File: src/include/mtt_pkg.sv
// Function
// - count is readable only; writes ignored; reset makes it zero.
// - limit is read/write, resets to zero; zero means full 8-bit range.
// - any limit write zeroes count and clears wrap flag.
// - reset leaves counter halted, zero count/limit, bus clock, divide one.
// - modes are halted, free-running (limit zero) and modulo (limit nonzero).
// - sources are bus clock, fixed clock, tick pin rising or falling.
// - source change while running keeps the count.
// - prescaler divides by 1, 2, 4, 8, 16, 32, 64, 128 or 256.
// - divide change while running keeps the count.
// - running count steps per tick up to limit, then wraps to zero.
// - wrap flag sets on the tick from limit to zero.
// - flag clears by status read while set, then writing zero; new wrap wins.
// - count-clear write or limit write also clears the flag.
// - interrupt request is flag and enable both high.
// - limit takes any value 1 to 255 for modulo counting.
// - source field bits 5:4: 00 bus, 01 fixed, 10 fall, 11 rise.
// - divide field 0..8 gives 2^n; above 8 gives 256.
// - halt freezes count; clearing it resumes; reset sets halt.
// - count-clear bit zeroes count and flag; reads as zero.
package mtt_pkg;
  // -----------------------------------------------------------
  // register map (byte addresses)
  // -----------------------------------------------------------
  localparam logic [3:0] ADR_CTRL  = 4'h0;
  localparam logic [3:0] ADR_CLK   = 4'h4;
  localparam logic [3:0] ADR_COUNT = 4'h8;
  localparam logic [3:0] ADR_LIMIT = 4'hc;
  // -----------------------------------------------------------
  // field positions
  // -----------------------------------------------------------
  localparam int BIT_FLAG  = 7;
  localparam int BIT_IEN   = 6;
  localparam int BIT_CLR   = 5;
  localparam int BIT_HALT  = 4;
  localparam int SRC_LSB   = 4;
  localparam int DIV_LSB   = 0;
  // -----------------------------------------------------------
  // reset values and encodings
  // -----------------------------------------------------------
  localparam logic [7:0] RST_COUNT = 8'h00;
  localparam logic [7:0] RST_LIMIT = 8'h00;
  localparam logic [1:0] RST_SRC   = 2'h0;
  localparam logic [3:0] RST_DIV   = 4'h0;
  localparam logic [3:0] DIV_MAX   = 4'h8;
  localparam logic [7:0] CNT_TOP   = 8'hff;
  localparam logic [1:0] SRC_BUS   = 2'h0;
  localparam logic [1:0] SRC_FIX   = 2'h1;
  localparam logic [1:0] SRC_FALL  = 2'h2;
  localparam logic [1:0] SRC_RISE  = 2'h3;
endpackage

File: src/hdl/mtt_timer.sv
module mtt_timer
  import mtt_pkg::*;
(
  // clock and reset
  input  wire logic        clk,
  input  wire logic        rst,
  // wishbone slave
  input  wire logic        wb_cyc_i,
  input  wire logic        wb_stb_i,
  input  wire logic        wb_we_i,
  input  wire logic [3:0]  wb_adr_i,
  input  wire logic [3:0]  wb_sel_i,
  input  wire logic [31:0] wb_dat_i,
  output logic      [31:0] wb_dat_o,
  output logic             wb_ack_o,
  // outside inputs
  input  wire logic        fixed_frequency_clock,
  input  wire logic        external_tick_pin,
  // interrupt request
  output logic             wrap_irq
);
  import mtt_pkg::*;

  // -----------------------------------------------------------
  // helpers
  // -----------------------------------------------------------
  // mask of prescaler bits that must be all ones for a tick
  function automatic logic [7:0] div_mask(input logic [3:0] sel);
    logic [3:0] n;
    n = (sel > DIV_MAX) ? DIV_MAX : sel;
    div_mask = 8'((9'h1 << n) - 9'h1);
  endfunction

  // -----------------------------------------------------------
  // outside inputs: three flops, edge once stages two and three agree
  // -----------------------------------------------------------
  logic [1:0] in_raw;
  logic [1:0] s1, s2, s3, filt;
  logic [1:0] next_filt;
  logic [1:0] rise_ev, fall_ev;
  assign in_raw = {external_tick_pin, fixed_frequency_clock};

  genvar g;
  generate
    for (g = 0; g < 2; g++)
    begin : g_sync
      always_comb
      begin
        next_filt[g] = filt[g];
        rise_ev[g]   = 1'b0;
        fall_ev[g]   = 1'b0;
        if (s2[g] == s3[g] && s2[g] != filt[g])
        begin
          next_filt[g] = s2[g];
          rise_ev[g]   = s2[g];
          fall_ev[g]   = ~s2[g];
        end
      end
      always_ff @(posedge clk or posedge rst)
      begin
        if (rst)
        begin
          s1[g]   <= 1'b0;
          s2[g]   <= 1'b0;
          s3[g]   <= 1'b0;
          filt[g] <= 1'b0;
        end
        else
        begin
          s1[g]   <= in_raw[g];
          s2[g]   <= s1[g];
          s3[g]   <= s2[g];
          filt[g] <= next_filt[g];
        end
      end
    end
  endgenerate

  // -----------------------------------------------------------
  // registers and bus slave
  // -----------------------------------------------------------
  logic [7:0] count, limit;
  logic [1:0] src;
  logic [3:0] dsel;
  logic       halt, ien, flag, armed;
  logic [7:0] pre;
  logic [7:0] next_count, next_limit, next_pre;
  logic [1:0] next_src;
  logic [3:0] next_dsel;
  logic       next_halt, next_ien, next_flag, next_armed;
  logic [31:0] next_dat;
  logic       next_ack;
  logic       acc, wr, rd, lane0;
  logic       src_ev, tick, wrap, clr_req, lim_wr;

  // a request completes on the edge where ack is high
  assign acc   = wb_cyc_i & wb_stb_i & wb_ack_o;
  assign lane0 = wb_sel_i[0];
  assign wr    = acc & wb_we_i & lane0;
  assign rd    = acc & ~wb_we_i;
  assign lim_wr  = wr && wb_adr_i == ADR_LIMIT;
  assign clr_req = wr && wb_adr_i == ADR_CTRL && wb_dat_i[BIT_CLR];

  // source pick; unknown codes cannot occur in two bits
  always_comb
  begin
    unique case (src)
      SRC_BUS:  src_ev = 1'b1;
      SRC_FIX:  src_ev = rise_ev[0];
      SRC_FALL: src_ev = fall_ev[1];
      SRC_RISE: src_ev = rise_ev[1];
    endcase
  end

  // prescaler runs only while counting so halt freezes it too
  assign tick = ~halt & src_ev & ((pre & div_mask(dsel)) == div_mask(dsel));
  // limit zero wraps at the top of the range
  assign wrap = tick &&
                count == ((limit == RST_LIMIT) ? CNT_TOP : limit);

  always_comb
  begin
    next_pre   = pre;
    next_count = count;
    next_limit = limit;
    next_src   = src;
    next_dsel  = dsel;
    next_halt  = halt;
    next_ien   = ien;
    next_flag  = flag;
    next_armed = armed;
    if (~halt && src_ev)
      next_pre = pre + 8'h01;
    // selection changes never touch count
    if (wr && wb_adr_i == ADR_CLK)
    begin
      next_src  = wb_dat_i[SRC_LSB +: 2];
      next_dsel = wb_dat_i[DIV_LSB +: 4];
    end
    if (wr && wb_adr_i == ADR_CTRL)
    begin
      next_halt = wb_dat_i[BIT_HALT];
      next_ien  = wb_dat_i[BIT_IEN];
      if (armed && ~wb_dat_i[BIT_FLAG])
        next_flag = 1'b0;
      next_armed = 1'b0;
    end
    if (rd && wb_adr_i == ADR_CTRL && flag)
      next_armed = 1'b1;
    if (lim_wr)
      next_limit = wb_dat_i[7:0];
    if (tick)
      next_count = wrap ? RST_COUNT : count + 8'h01;
    if (lim_wr || clr_req)
    begin
      next_count = RST_COUNT;
      next_flag  = 1'b0;
      next_armed = 1'b0;
    end
    // a wrap beats the two-step clear but not a count-clear or limit write, and voids an earlier read
    if (wrap && !(lim_wr || clr_req))
    begin
      next_flag  = 1'b1;
      next_armed = 1'b0;
    end
  end

  // read data; unmapped words read zero
  always_comb
  begin
    next_ack = wb_cyc_i & wb_stb_i & ~wb_ack_o;
    next_dat = 32'h0;
    unique case (wb_adr_i)
      ADR_CTRL:
        next_dat[7:0] = {flag, ien, 1'b0, halt, 4'h0};
      ADR_CLK:
        next_dat[7:0] = {2'h0, src, dsel};
      ADR_COUNT:
        next_dat[7:0] = count;
      ADR_LIMIT:
        next_dat[7:0] = limit;
      default:
        next_dat = 32'h0;
    endcase
  end

  always_ff @(posedge clk or posedge rst)
  begin
    if (rst)
    begin
      pre      <= 8'h00;
      count    <= RST_COUNT;
      limit    <= RST_LIMIT;
      src      <= RST_SRC;
      dsel     <= RST_DIV;
      halt     <= 1'b1;
      ien      <= 1'b0;
      flag     <= 1'b0;
      armed    <= 1'b0;
      wb_ack_o <= 1'b0;
      wb_dat_o <= 32'h0;
      wrap_irq <= 1'b0;
    end
    else
    begin
      pre      <= next_pre;
      count    <= next_count;
      limit    <= next_limit;
      src      <= next_src;
      dsel     <= next_dsel;
      halt     <= next_halt;
      ien      <= next_ien;
      flag     <= next_flag;
      armed    <= next_armed;
      wb_ack_o <= next_ack;
      wb_dat_o <= next_dat;
      wrap_irq <= next_flag & next_ien;
    end
  end
endmodule

File: config.mk
export PLATFORM = sky130hd
export DESIGN_NAME = mtt_timer
export DESIGN_NICKNAME = d
export VERILOG_FILES = /design/src/include/mtt_pkg.sv /design/src/hdl/mtt_timer.sv
export SDC_FILE = /design/constraint.sdc
export NUM_CORES = 1
export LEC_CHECK = 0
export BUFFER_PORTS_ARGS = -buffer_cell sky130_fd_sc_hd__buf_2
export CORE_UTILIZATION = 52
export DETAILED_ROUTE_END_ITERATION = 7
export PLACE_DENSITY = 0.88
export SYNTH_ARGS = -nofsm -noshare
export SYNTH_HDL_FRONTEND = slang
export SYNTH_SLANG_ARGS = --single-unit
File: constraint.sdc
create_clock -name clk -period 3.6 [get_ports clk]
set_clock_uncertainty 0.2 [all_clocks]
set_input_delay 0.18 -clock clk [delete_from_list [all_inputs] [get_ports clk]]
set_output_delay 0.18 -clock clk [all_outputs]
set_load 0.02 [all_outputs]
; Word level (Yosys, flattened, before mapping)
; Cells that the tools add are included.
[totals]
regBits = 52
input_bits = 47
out_inout_bits = 34
word_cells = 90
[op_classes]
addsub = 3
order_cmp = 1
eq_ne = 12
n_shift = 1
n_mux = 19
bitwise = 15
reduce_logical = 19
[ops]
columns = cell, n
row1 = $mux 8, 4
row2 = $pmux 8 s4, 1
row3 = $add 8x1->8 const B, 2
row4 = $eq 8x8->1, 2
row5 = $logic_and 1x1->1, 12
row6 = $mux 1, 12
row7 = $and 1x1->1, 9
row8 = $and 8x8->8, 1
row9 = $eq 4x4->1 const B, 2
row10 = $logic_not 8->1, 1
row11 = $shl 1x4->8 const A, 1
row12 = $sub 8x1->8 const B, 1
row13 = $not 1->1, 5
row14 = $eq 2x2->1 const B, 2
row15 = $eq 4x3->1 const B, 1
row16 = $gt 4x4->1 const B, 1
row17 = $logic_not 4->1, 1
row18 = $mux 4, 1
row19 = $pmux 1 s4, 1
row20 = $reduce_bool 4->1, 1
row21 = $eq 1x1->1, 2
row22 = $eq 2x1->1 const B, 1
row23 = $logic_not 2->1, 1
row24 = $ne 1x1->1, 2
row25 = 3 further kinds, 3

; Depth between registers and ports, before layout
; Gate-level depths: netlist of the first run.
[logic_depth]
word_depth = 11
mapped_depth = 9
ltp_nobuf = 9

; Worst setup path after synthesis of the first run
; Ideal clock, no wire load.
[synth_path]
path_type = flip-flop to flip-flop
start = register dsel[3]
end = register count[3]
t_arrival_ns = 2.520
path_slack_ns = 0.754
stages_incl_launch_ff = 10
path_buffers = 1
path_cell_list = dfrtp_1 buf_6 or4_4 ha_1 or3_1 a211o_1 o211ai_1 nor4_4 nor3b_4 a221o_1
[synth_via]
elab_chain_cells = 11
word_cells_on_any_way = 12
classes_between = add/sub: 1 / order compare: 1 / eq/ne: 1 / shift: 1 / mux: 4 / bitwise: 2 / reduce/logical: 2
[synth_rtl]
columns = element, line
row1 = start: declaration, mtt_timer.sv:84  ; logic [3:0] dsel;
row2 = start signal: assignment, mtt_timer.sv:210  ; dsel <= next_dsel;
row3 = $gt 4x4->1, mtt_timer.sv:30  ; n = (sel > DIV_MAX) ? DIV_MAX : sel;
row4 = $mux 4 *, mtt_timer.sv:30
row5 = $shl 1x4->8 *, mtt_timer.sv:31  ; div_mask = 8'((9'h1 << n) - 9'h1);
row6 = $sub 8x1->8 *, mtt_timer.sv:31
row7 = $and 8x8->8, mtt_timer.sv:116  ; assign tick = ~halt & src_ev & ((pre & div_mask(dsel)) == div_mask(dsel));
row8 = $eq 8x8->1 *, mtt_timer.sv:116
row9 = $and 1x1->1 *, mtt_timer.sv:116
row10 = $logic_and 1x1->1, mtt_timer.sv:118  ; assign wrap = tick &&
row11 = $mux 8, mtt_timer.sv:153  ; next_count = wrap ? RST_COUNT : count + 8'h01;
row12 = $mux 8, mtt_timer.sv:152  ; if (tick)
row13 = $mux 8, mtt_timer.sv:154  ; if (lim_wr || clr_req)
row14 = end signal: assignment, mtt_timer.sv:207  ; count <= next_count;
row15 = end: declaration, mtt_timer.sv:82  ; logic [7:0] count, limit;
; Every way passes the cells marked *; elsewhere a longest branch is shown, timed or not. The select of a mux whose other input is x is not followed.
; A chain may end at the register's enable or synchronous reset.

; Worst setup path after layout of the first run
; Same ends and word-level chain as after synthesis.

==> summary.md, run 1 <==
| Metric | Value |
|---|---|
| Total CTS buffers | `5` |
| Pwr dens | `about 540 nW/µm²` |
| Count of input and output buffers | `29` |
| Final Hold Fails | `0` |
| Clk pin slew, worst setup/hold paths | `~0.10 ns` |
| Area of the core | `between 5000 and 6000 µm²` |
| Antenna violation net count after detailed routing | `0` |
| Min-delay worst type | `input port to flop` |
| Die area | `around 5700 µm²` |
| Largest net degree at the start of global routing | `53` |
| Worst rel slew slack | `31.44%` |
| Synth Warn # | `0` |
| Max Cap Violations | `0` |
| Area Overhead vs Synth | `11.50%` |
| Synth cell count leaders | `dfrtp_1, buf_4, nor2_1` |
| Tcrit/Tclk final | `approximately 90%` |
| Vias in the first global route | `between 1500 and 2000` |
| Mapped cell area | `~2800 µm²` |
| Crit. End Element | `flop` |
| Hold WS | `0.01110 ns` |
| Met3 usage in global routing | `under 10%` |
| Post-synthesis cell count | `roughly 270` |
| # IOs | `between 80 and 90` |
| RSZ-0062 raised after global routing | `false` |
| Min Tclk post-route | `about 3.2 ns` |
| Initial Utilization | `between 50% and 60%` |
| Peak VDD IR | `between 0.0002 and 0.0003 V` |
| Data required time of the worst path | `approximately 3.6 ns` |
| DR WL/cell | `roughly 15 µm` |
| Synth async-reset ratio | `100.0%` |
| CTS root buf | `clkbuf_8` |
| LEAKAGE | `1.461 nW` |
| Grt peak-use layer | `met2` |
| Worst-Skew Late Latency | `between 0.3 and 0.4 ns` |
| Status | `finished, final reports clean` |
| Register area share after synthesis | `a little under half` |
| Synth cell types | `between 50 and 60` |
| First-pass GRT wire length | `9246 µm` |
| Main synth FF type | `dfrtp_1` |
| Initial antenna violation count | `0` |
| Share of layout cells above drive strength 1 | `24.03%` |
| Syn Area/Cell | `between 10 and 15 µm²` |
| Final WL | `5563 µm` |
| Gr ovfl total | `0` |
| CP max stage cell | `nor4_4` |
| CP startpoint kind | `flop` |
| Area leader, netlist | `dfrtp_1` |
| EDFF count, synth | `0` |
| Final max-slew violation count | `0` |
| DRT iter0 DRCs | `192` |
| DRC violation count after routing | `0` |
| H-tree depth | `2` |
| GR Util All Layers | `between 20% and 30%` |
| CP arrival | `3.16 ns` |
| Layout fillers | `roughly 420` |
| Final TNS setup | `0 ns` |
| GPL Wtd Cong | `about 0.85` |
| Die H | `roughly 76 µm` |
| Top cells by area, synth | `dfrtp_1, mux2_2, buf_4` |
| CP max FO | `10` |
| Via/cell ratio | `around 5.6` |
| Grt met1 use | `between 30% and 40%` |
| Number of synthesized register bits | `52` |
| First-pass iteration count of the detailed router | `4` |
| CTS tree | `yes` |
| CTS resizes | `0` |
| Sink Count | `52` |
| Fmax | `0.3159 GHz` |
| CP peak stage delay | `0.61 ns` |
| CTS max path bufs | `2` |
| Power Total | `roughly 1.7 mW` |
| Synth top area share | `between 40% and 50%` |
| Die width | `75.63 µm` |
| Critical path type | `flop to flop` |
| Post-DP HPWL | `~4000 µm` |
| Most common cell in the netlist | `dfrtp_1` |
| Final setup viols | `0` |
| Actual transition at the worst max-transition pin | `a little over 1 ns` |
| Worst-path cell chain | `or4_4, ha_1, nand2_1, a211o_1, o211ai_1, nor4_4, nor2_2, a221o_1` |
| Post-CTS setup buffer count | `0` |
| Number of diodes | `0` |
| Vias | `between 2000 and 2500` |
| Final #Nets | `around 360` |
| Row cnt | `26` |
| Met2 global-route usage | `around 34%` |
| Reg2Reg Setup Slack | `about 0.43 ns` |
## routing by layer
layer | wire length (µm) | share of wire, %
met3 | 389 | 7.0
met4 | 102 | 1.8
met1 | 2513 | 45
met5 | 0 | 0
met2 | 2558 | 46
## registers in the layout, indices dropped and copies added (netlist names)
| name | flops |
|---|---|
| pre | 8 |
| flag | 1 |
| wb_dat_o | 8 |
| filt | 2 |
| count | 8 |
| s1 | 2 |
| wrap_irq | 1 |
| armed | 1 |
| src | 2 |
| s3 | 2 |
| wb_ack_o | 1 |
| limit | 8 |
| s2 | 2 |
| ien | 1 |
| halt | 1 |
| dsel | 4 |
## worst max-delay path, delay by kind of cell (launching register included)
kind	cells	cell delay [ns]
AND/OR/NAND/NOR	4	1.42
AO/OA/AOI/OAI	3	0.65
flip-flops	1	0.50
adder cells (fa/ha/maj)	1	0.26
## final timing paths
kind | start | end | cells after the start
min in group asynchronous | rst | s2[1] | 3
max reg2reg | dsel[3] | count[3] | 8
min | wb_adr_i[0] | wb_dat_o[3] | 3
max | dsel[3] | count[3] | 8
max in group asynchronous | rst | wb_dat_o[5] | 3
min reg2reg | s1[0] | s2[0] | 0
## timing repair
item	4_1_cts	5_1_grt
setup endpoints to repair	0	0
hold buffers	13	0
hold endpoints to repair	70	0
## per-stage QoR
| stage | std cells | setup WS [ns] | cell area (µm²) | util (%) |
|---|---|---|---|---|
| final | 378 | 0.4345 | 3143 | 60.76 |
| after global routing | 378 | 0.2591 | 3143 | 60.76 |
| after CTS | 378 | 0.4410 | 3143 | 60.76 |
| after detailed placement | 357 | 0.4635 | 2928 | 56.60 |
| after global placement | 357 | 0.5576 | 2928 | 56.60 |
| after floorplan | 289 | 0.7536 | 2905 | - |
## where the power goes
group | switching [mW] | leakage [nW] | internal (mW)
registers | 0.153 | 0.656 | 0.692
logic | 0.268 | 0.763 | 0.261
clock network | 0.193 | 0.0412 | 0.136
## logic make-up (layout without fill, tap and decap cells)
family / Yosys count / in the layout / share of synthesized area, %
AO/OA/AOI/OAI: 38 / 38 / 9.898
XOR/XNOR: 15 / 15 / 4.660
adder cells (fa/ha/maj): 4 / 4 / 1.687
buffers and inverters: 35 / 54 / 8.122
flip-flops: 52 / 52 / 46.21
multiplexers: 23 / 23 / 9.587
other: 1 / 24 / 0.1330
AND/OR/NAND/NOR: 98 / 98 / 19.71
## cell type report
type	count	area, µm²	area share [%]
Multi-Input combinational cell	202	1374	43.71
Sequential cell	52	1303	41.44
Timing Repair Buffer	43	282.8	8.997
Tap cell	70	87.58	2.787
Clock buffer	6	72.57	2.309
Clock inverter	2	12.51	0.3981
Inverter	3	11.26	0.3583
## cells in the final DEF (no fill, tap or decap), drive strengths merged, types with 2 or more instances in the layout
cell type and n:
nor4 3, nand4 5, nand3b 4, a22oi 9, ha 3, buf 30
dfrtp 51, nand2b 2, or2 3, and2 2, nor3b 2, nor2 25
dlygate4sd3 13, a221o 5, inv 3, mux2 22, a2bb2oi 2, nand2 22
or4 2, conb 24, o221ai 2, clkbuf 6, nor4b 4, o21ai 6
xnor2 11, a21oi 6, nand3 6, o22ai 2, nor2b 3, nor3 8
xor2 4, and3 3
(Power assumes the default switching activity.)
==> run 2, diff against run 1 <==
==> config.mk (replaced) <==
export PLATFORM = sky130hd
export DESIGN_NAME = mtt_timer
export DESIGN_NICKNAME = d
export VERILOG_FILES = /design/src/include/mtt_pkg.sv /design/src/hdl/mtt_timer.sv
export SDC_FILE = /design/constraint.sdc
export NUM_CORES = 1
export LEC_CHECK = 0
export CORE_UTILIZATION = 63
export DETAILED_ROUTE_END_ITERATION = 7
export DONT_BUFFER_PORTS = 1
export PLACE_DENSITY = 0.87
export SYNTH_ARGS = -nofsm -noshare
export SYNTH_HDL_FRONTEND = slang
export SYNTH_SLANG_ARGS = --single-unit
==> run 2 against run 1 <==
Final cell count is 11% lower. Sequential power rose by 0.8%. Final area fell by 2.0%. Sequential cell count is the same. Register-to-register slack improved by 0.04 ns. Combinational power is 3% lower. Clock power grew 29%. Count of clock-buffer cells in the layout unchanged. First-iteration DRC count shrank 4.7%. Critical path type unchanged.
==> summary.md, run 2 (same netlist as run 1, synthesis figures left out) <==
| Metric | Value |
|---|---|
| Data required time of the worst path | `3.60 ns` |
| First-pass GRT wire length | `between 9000 and 10000 µm` |
| Initial Utilization | `about two thirds` |
| Power Total | `approximately 1.8 mW` |
| Crit. End Element | `flop` |
| Worst-Skew Late Latency | `about 0.31 ns` |
| Min setup slack post-route | `0.4742 ns` |
| CTS resizes | `0` |
| Final Hold Fails | `0` |
| CP arrival | `roughly 3.1 ns` |
| Number of diodes | `0` |
| Sw Ratio | `around a third` |
| Peak VDD IR | `roughly 0.00042 V` |
| Internal Power | `approximately 1.2 mW` |
| Vias in the first global route | `1944` |
| Sink Count | `between 50 and 60` |
| Final TNS setup | `0 ns` |
| Leading cell type in the layout, fill and taps excluded | `dfrtp_1` |
| Die width | `just under 70 µm` |
| CTS max path bufs | `2` |
| CP max FO | `10` |
| Count of input and output buffers | `0` |
| Min Tclk post-route | `between 3 and 4 ns` |
| Min-delay worst type | `input port to flop` |
| Gr ovfl total | `0` |
| Critical path type | `flop to flop` |
| Initial antenna violation count | `0` |
| Final max-slew violation count | `0` |
| First-pass iteration count of the detailed router | `4` |
| Final WL | `5803 µm` |
| Area of the core | `between 4000 and 5000 µm²` |
| Antenna violation net count after detailed routing | `0` |
| Sequential share of power | `approximately 48%` |
| Die area | `approximately 4700 µm²` |
| CP startpoint kind | `flop` |
| Row cnt | `23` |
| H-tree depth | `2` |
| Tcrit/Tclk final | `between 80 and 90%` |
| GPL Wtd Cong | `about 0.92` |
| R2r startpoint | `dsel[3]` |
| Worst Reg-to-Reg Cells | `8` |
| Worst rel slew slack | `between 20% and 30%` |
| Commonest cells after routing, fill and taps aside | `dfrtp_1, conb_1, nor2_1, mux2_2, nand2_1` |
| Via/cell ratio | `roughly 6.2` |
| DR WL/cell | `between 15 and 20 µm` |
| Actual transition at the worst max-transition pin | `~1.1 ns` |
| Total CTS buffers | `5` |
| Vias | `2070` |
| LEAKAGE | `1.380 nW` |
| CTS root buf | `clkbuf_8` |
| RR Endpoint | `count[7]` |
| Largest net degree at the start of global routing | `53` |
| CTS tree | `yes` |
| Crit. Startpoint | `dsel[3]` |
| Layout Utilization | `roughly three quarters` |
| Comb power frac | `between 20 and 30%` |
| # IOs | `~80` |
| Reg2Reg Setup Slack | `~0.47 ns` |
| Psw | `0.6114 mW` |
| DRT iter0 DRCs | `between 150 and 200` |
| Die H | `approximately 69 µm` |
| Post-DP HPWL | `approximately 3600 µm` |
| Status | `finished, final reports clean` |
| Worst Setup EP | `count[7]` |
| Final #Nets | `335` |
| Fmax | `0.3199 GHz` |
| Share of layout cells above drive strength 1 | `roughly 16%` |
| Clock share of power | `between 20% and 30%` |
| Final setup viols | `0` |
| RSZ-0062 raised after global routing | `false` |
| Hold Path Stages | `3` |
| Area Overhead vs Synth | `9.232%` |
| Max Cap Violations | `0` |
| Clk pin slew, worst setup/hold paths | `0.09 ns` |
| DRC violation count after routing | `0` |
| Pwr dens | `a little under 600 nW/µm²` |
| Dpl ws | `about 0.54 ns` |
| GR Util All Layers | `between 20 and 30%` |
## run 2: changes by cell type in the layout (fill, tap and decap cells not counted)
cell,previous run,this run
buf_2,29,0
clkinvlp_4,1,0
dlygate4sd3_1,13,20
clkinv_2,1,0
clkbuf_8,5,6
clkbuf_1,1,0
bufinv_16,0,1
clkinv_4,0,1
## run 2: per-stage QoR
| step | hold slack [ns] | std cells | area (µm²) |
|---|---|---|---|
| floorplan | 0.01143 | 289 | 2905 |
| detailed placement | 0.01148 | 308 | 2758 |
| finish | 0.01482 | 336 | 3079 |
| global placement | 0.01147 | 308 | 2758 |
| global route | 0.03169 | 336 | 3079 |
| CTS | 0.003193 | 336 | 3079 |
## run 2: layout make-up
| type | instances | area, µm² |
|---|---|---|
| tap | 50 | 62.56 |
| clock inverter | 2 | 38.79 |
| multi-input combinational | 202 | 1374 |
| timing repair buffer | 21 | 207.7 |
| inverter | 3 | 11.26 |
| clock buffer | 6 | 82.58 |
| fill | 289 | 1065 |
| sequential | 52 | 1303 |
## run 2: power by group through the flow
stage | clock network (mW) | registers, mW | logic, mW
after floorplan | 0 | 0.800 | 0.459
after global placement | 0 | 0.852 | 0.461
after detailed placement | 0 | 0.858 | 0.479
after CTS | 0.430 | 0.847 | 0.507
after global routing | 0.455 | 0.871 | 0.575
final | 0.424 | 0.852 | 0.511
## run 2: what timing repair did
item	4_1_cts	5_1_grt
hold buffers	20	0
setup buffers	0	0
endpoints found under the hold margin	80	0
## run 2: routing by layer
metal / GRT usage, % / up-vias / wire [µm]
met3: 6.579 / 9 / 563
met1: 44.09 / 1007 / 2517
li1: - / 945 / -
met5: 0 / - / 0
met2: 42.23 / 109 / 2638
met4: 9.949 / 0 / 84
## run 2: worst min-delay path by stage
stage | slack [ns] | startpoint | end
global route | 0.03 | wb_adr_i[2] | wb_dat_o[4]
floorplan | 0.01 | fixed_frequency_clock | s1[0]
CTS | 0.003 | wb_adr_i[2] | wb_dat_o[5]
global placement | 0.01 | fixed_frequency_clock | s1[0]
detailed placement | 0.01 | fixed_frequency_clock | s1[0]
finish | 0.01 | wb_adr_i[2] | wb_dat_o[5]
## run 2: worst max-delay path, stage by stage, from the launching register on
cell      delay (ns)
dfrtp_1         0.49
or4_4           0.56
ha_1            0.27
nand2_1         0.09
a211o_1         0.12
o211ai_1        0.13
nor4_4          0.62
nor2_2          0.16
a221o_1         0.37
==> run 3, diff against run 2 <==
--- a/config.mk
+++ b/config.mk
@@ -9,6 +9,7 @@
 export DETAILED_ROUTE_END_ITERATION = 7
 export DONT_BUFFER_PORTS = 1
 export PLACE_DENSITY = 0.87
+export REMOVE_ABC_BUFFERS = 1
 export SYNTH_ARGS = -nofsm -noshare
 export SYNTH_HDL_FRONTEND = slang
 export SYNTH_SLANG_ARGS = --single-unit
==> run 3 against run 2 <==
Sequential power is essentially flat. Critical endpoint is now count[5]. Critical path type unchanged. Setup slack lost 0.079 ns. Die area is the same.
==> summary.md, run 3 (same netlist as run 1, synthesis figures left out) <==
| Metric | Value |
|---|---|
| Status | `finished, final reports clean` |
| Crit. End Element | `flop` |
| GR Util All Layers | `28.01%` |
| Final max-slew violation count | `0` |
| Fmax | `0.3120 GHz` |
| H-tree depth | `2` |
| Die H | `slightly below 70 µm` |
| Vias in the first global route | `2040` |
| Worst-Skew Late Latency | `approximately 0.30 ns` |
| Area Overhead vs Synth | `9.809%` |
| Buf+Inv Stages, Crit Path | `0` |
| Min-delay worst type | `input port to flop` |
| Total CTS buffers | `5` |
| Critical path type | `flop to flop` |
| GPL Wtd Cong | `0.8683` |
| Min Tclk post-route | `about 3.2 ns` |
| Sink Count | `52` |
| Largest net degree at the start of global routing | `53` |
| Final #Nets | `between 300 and 400` |
| Max Cap Violations | `0` |
| Post-DP HPWL | `between 3000 and 4000 µm` |
| Actual transition at the worst max-transition pin | `~1.0 ns` |
| DRT iter0 DRCs | `200` |
| Via/cell ratio | `about 6.3` |
| First-pass iteration count of the detailed router | `5` |
| CP startpoint kind | `flop` |
| Initial antenna violation count | `0` |
| Final Hold Fails | `0` |
| CTS root buf | `clkbuf_8` |
| Top Metal Used | `met4` |
| Row cnt | `23` |
| Power Total | `around 1.8 mW` |
| Initial Utilization | `68.03%` |
| Worst-path cell chain | `or4_4, ha_1, nand2_1, a211o_1, o211ai_1, nor4_4, nor2_2, a221o_1` |
| DR WL/cell | `about 17 µm` |
| Non-Filler Instances | `approximately 340` |
| Gr ovfl total | `0` |
| Antenna violation net count after detailed routing | `0` |
| Pwr dens | `approximately 570 nW/µm²` |
| Area of the core | `roughly 4100 µm²` |
| First-pass GRT wire length | `9384 µm` |
| Number of diodes | `0` |
| Die width | `~69 µm` |
| CP max FO | `10` |
| RSZ-0062 raised after global routing | `false` |
| Die area | `4746 µm²` |
| Count of input and output buffers | `0` |
| CTS tree | `yes` |
| Placed Cells | `between 300 and 400` |
| Data required time of the worst path | `about 3.6 ns` |
| Commonest cells after routing, fill and taps aside | `dfrtp_1, conb_1, nor2_1, dlygate4sd3_1` |
| Post-CTS setup buffer count | `0` |
| Clk pin slew, worst setup/hold paths | `0.09 ns` |
| LEAKAGE | `between 1 and 1.5 nW` |
| DRC violation count after routing | `0` |
| CP arrival | `approximately 3.2 ns` |
| Wl on met1 | `between 2000 and 2500 µm` |
| Worst path top cell family by delay | `simple AND/OR/NAND/NOR gates` |
| WL met2 | `about 2900 µm` |
| Met3 wire len | `about 570 µm` |
| Share of layout cells above drive strength 1 | `15.57%` |
| Final WL | `5889 µm` |
| # IOs | `81` |
| Peak VDD IR | `~0.00044 V` |
| Vias | `2120` |
| Final TNS setup | `0 ns` |
| Leading cell type in the layout, fill and taps excluded | `dfrtp_1` |
| CTS max path bufs | `2` |
| CP max stage cell | `nor4_4` |
| CP peak stage delay | `0.67 ns` |
| Worst rel slew slack | `between 30% and 40%` |
| Tcrit/Tclk final | `between 80 and 90%` |
| Final setup viols | `0` |
## run 3: cell types whose count changed in the layout (fill, tap and decap cells not counted), sizes merged
cell         delta
dlygate4sd3     +3
## run 3: final timing paths
path	from	endpoint	slack (ns)	depth (start not counted)
min reg2reg	s1[0]	s2[0]	0.15	0
max	dsel[3]	count[5]	0.39	8
max in group asynchronous	rst	wb_dat_o[3]	2.15	2
max reg2reg	dsel[3]	count[5]	0.39	8
min in group asynchronous	rst	flag	0.39	2
min	wb_adr_i[3]	ien	0.002	2
## run 3: through the flow
stage                     worst slack (ns)  instance area (µm²)  hold slack (ns)  util [%]
after floorplan                     0.7639                 2688          0.01143         -
after detailed placement            0.4232                 2758          0.01148     66.55
after global routing                0.2834                 3095         0.005889     74.70
after global placement              0.4977                 2758          0.01147     66.55
final                               0.3947                 3095         0.001578     74.70
after CTS                           0.3972                 3085        0.0008418     74.46
## run 3: where the power goes
| group | internal, mW | switching, mW |
|---|---|---|
| Clock | 0.206 | 0.182 |
| Combinational | 0.258 | 0.261 |
| Sequential | 0.692 | 0.159 |
| Total | 1.16 | 0.602 |
## run 3: routing by layer
layer,track usage [%],vias up
li1,-,957
met1,34.90,1024
met2,46.00,123
met3,7.072,16
met4,11.99,0
met5,0,-
## run 3: repair_timing
action                                 4_1_cts  5_1_grt
hold buffers                                22        1
endpoints found under the hold margin       80        1
gates resized for setup                      0        0
## run 3: cell type report
class	instances	area (µm²)
clock inverter	2	35.03
fill	292	1049
sequential	52	1303
multi-input combinational	202	1374
tap	50	62.56
clock buffer	6	72.57
inverter	3	11.26
timing repair buffer	24	237.7
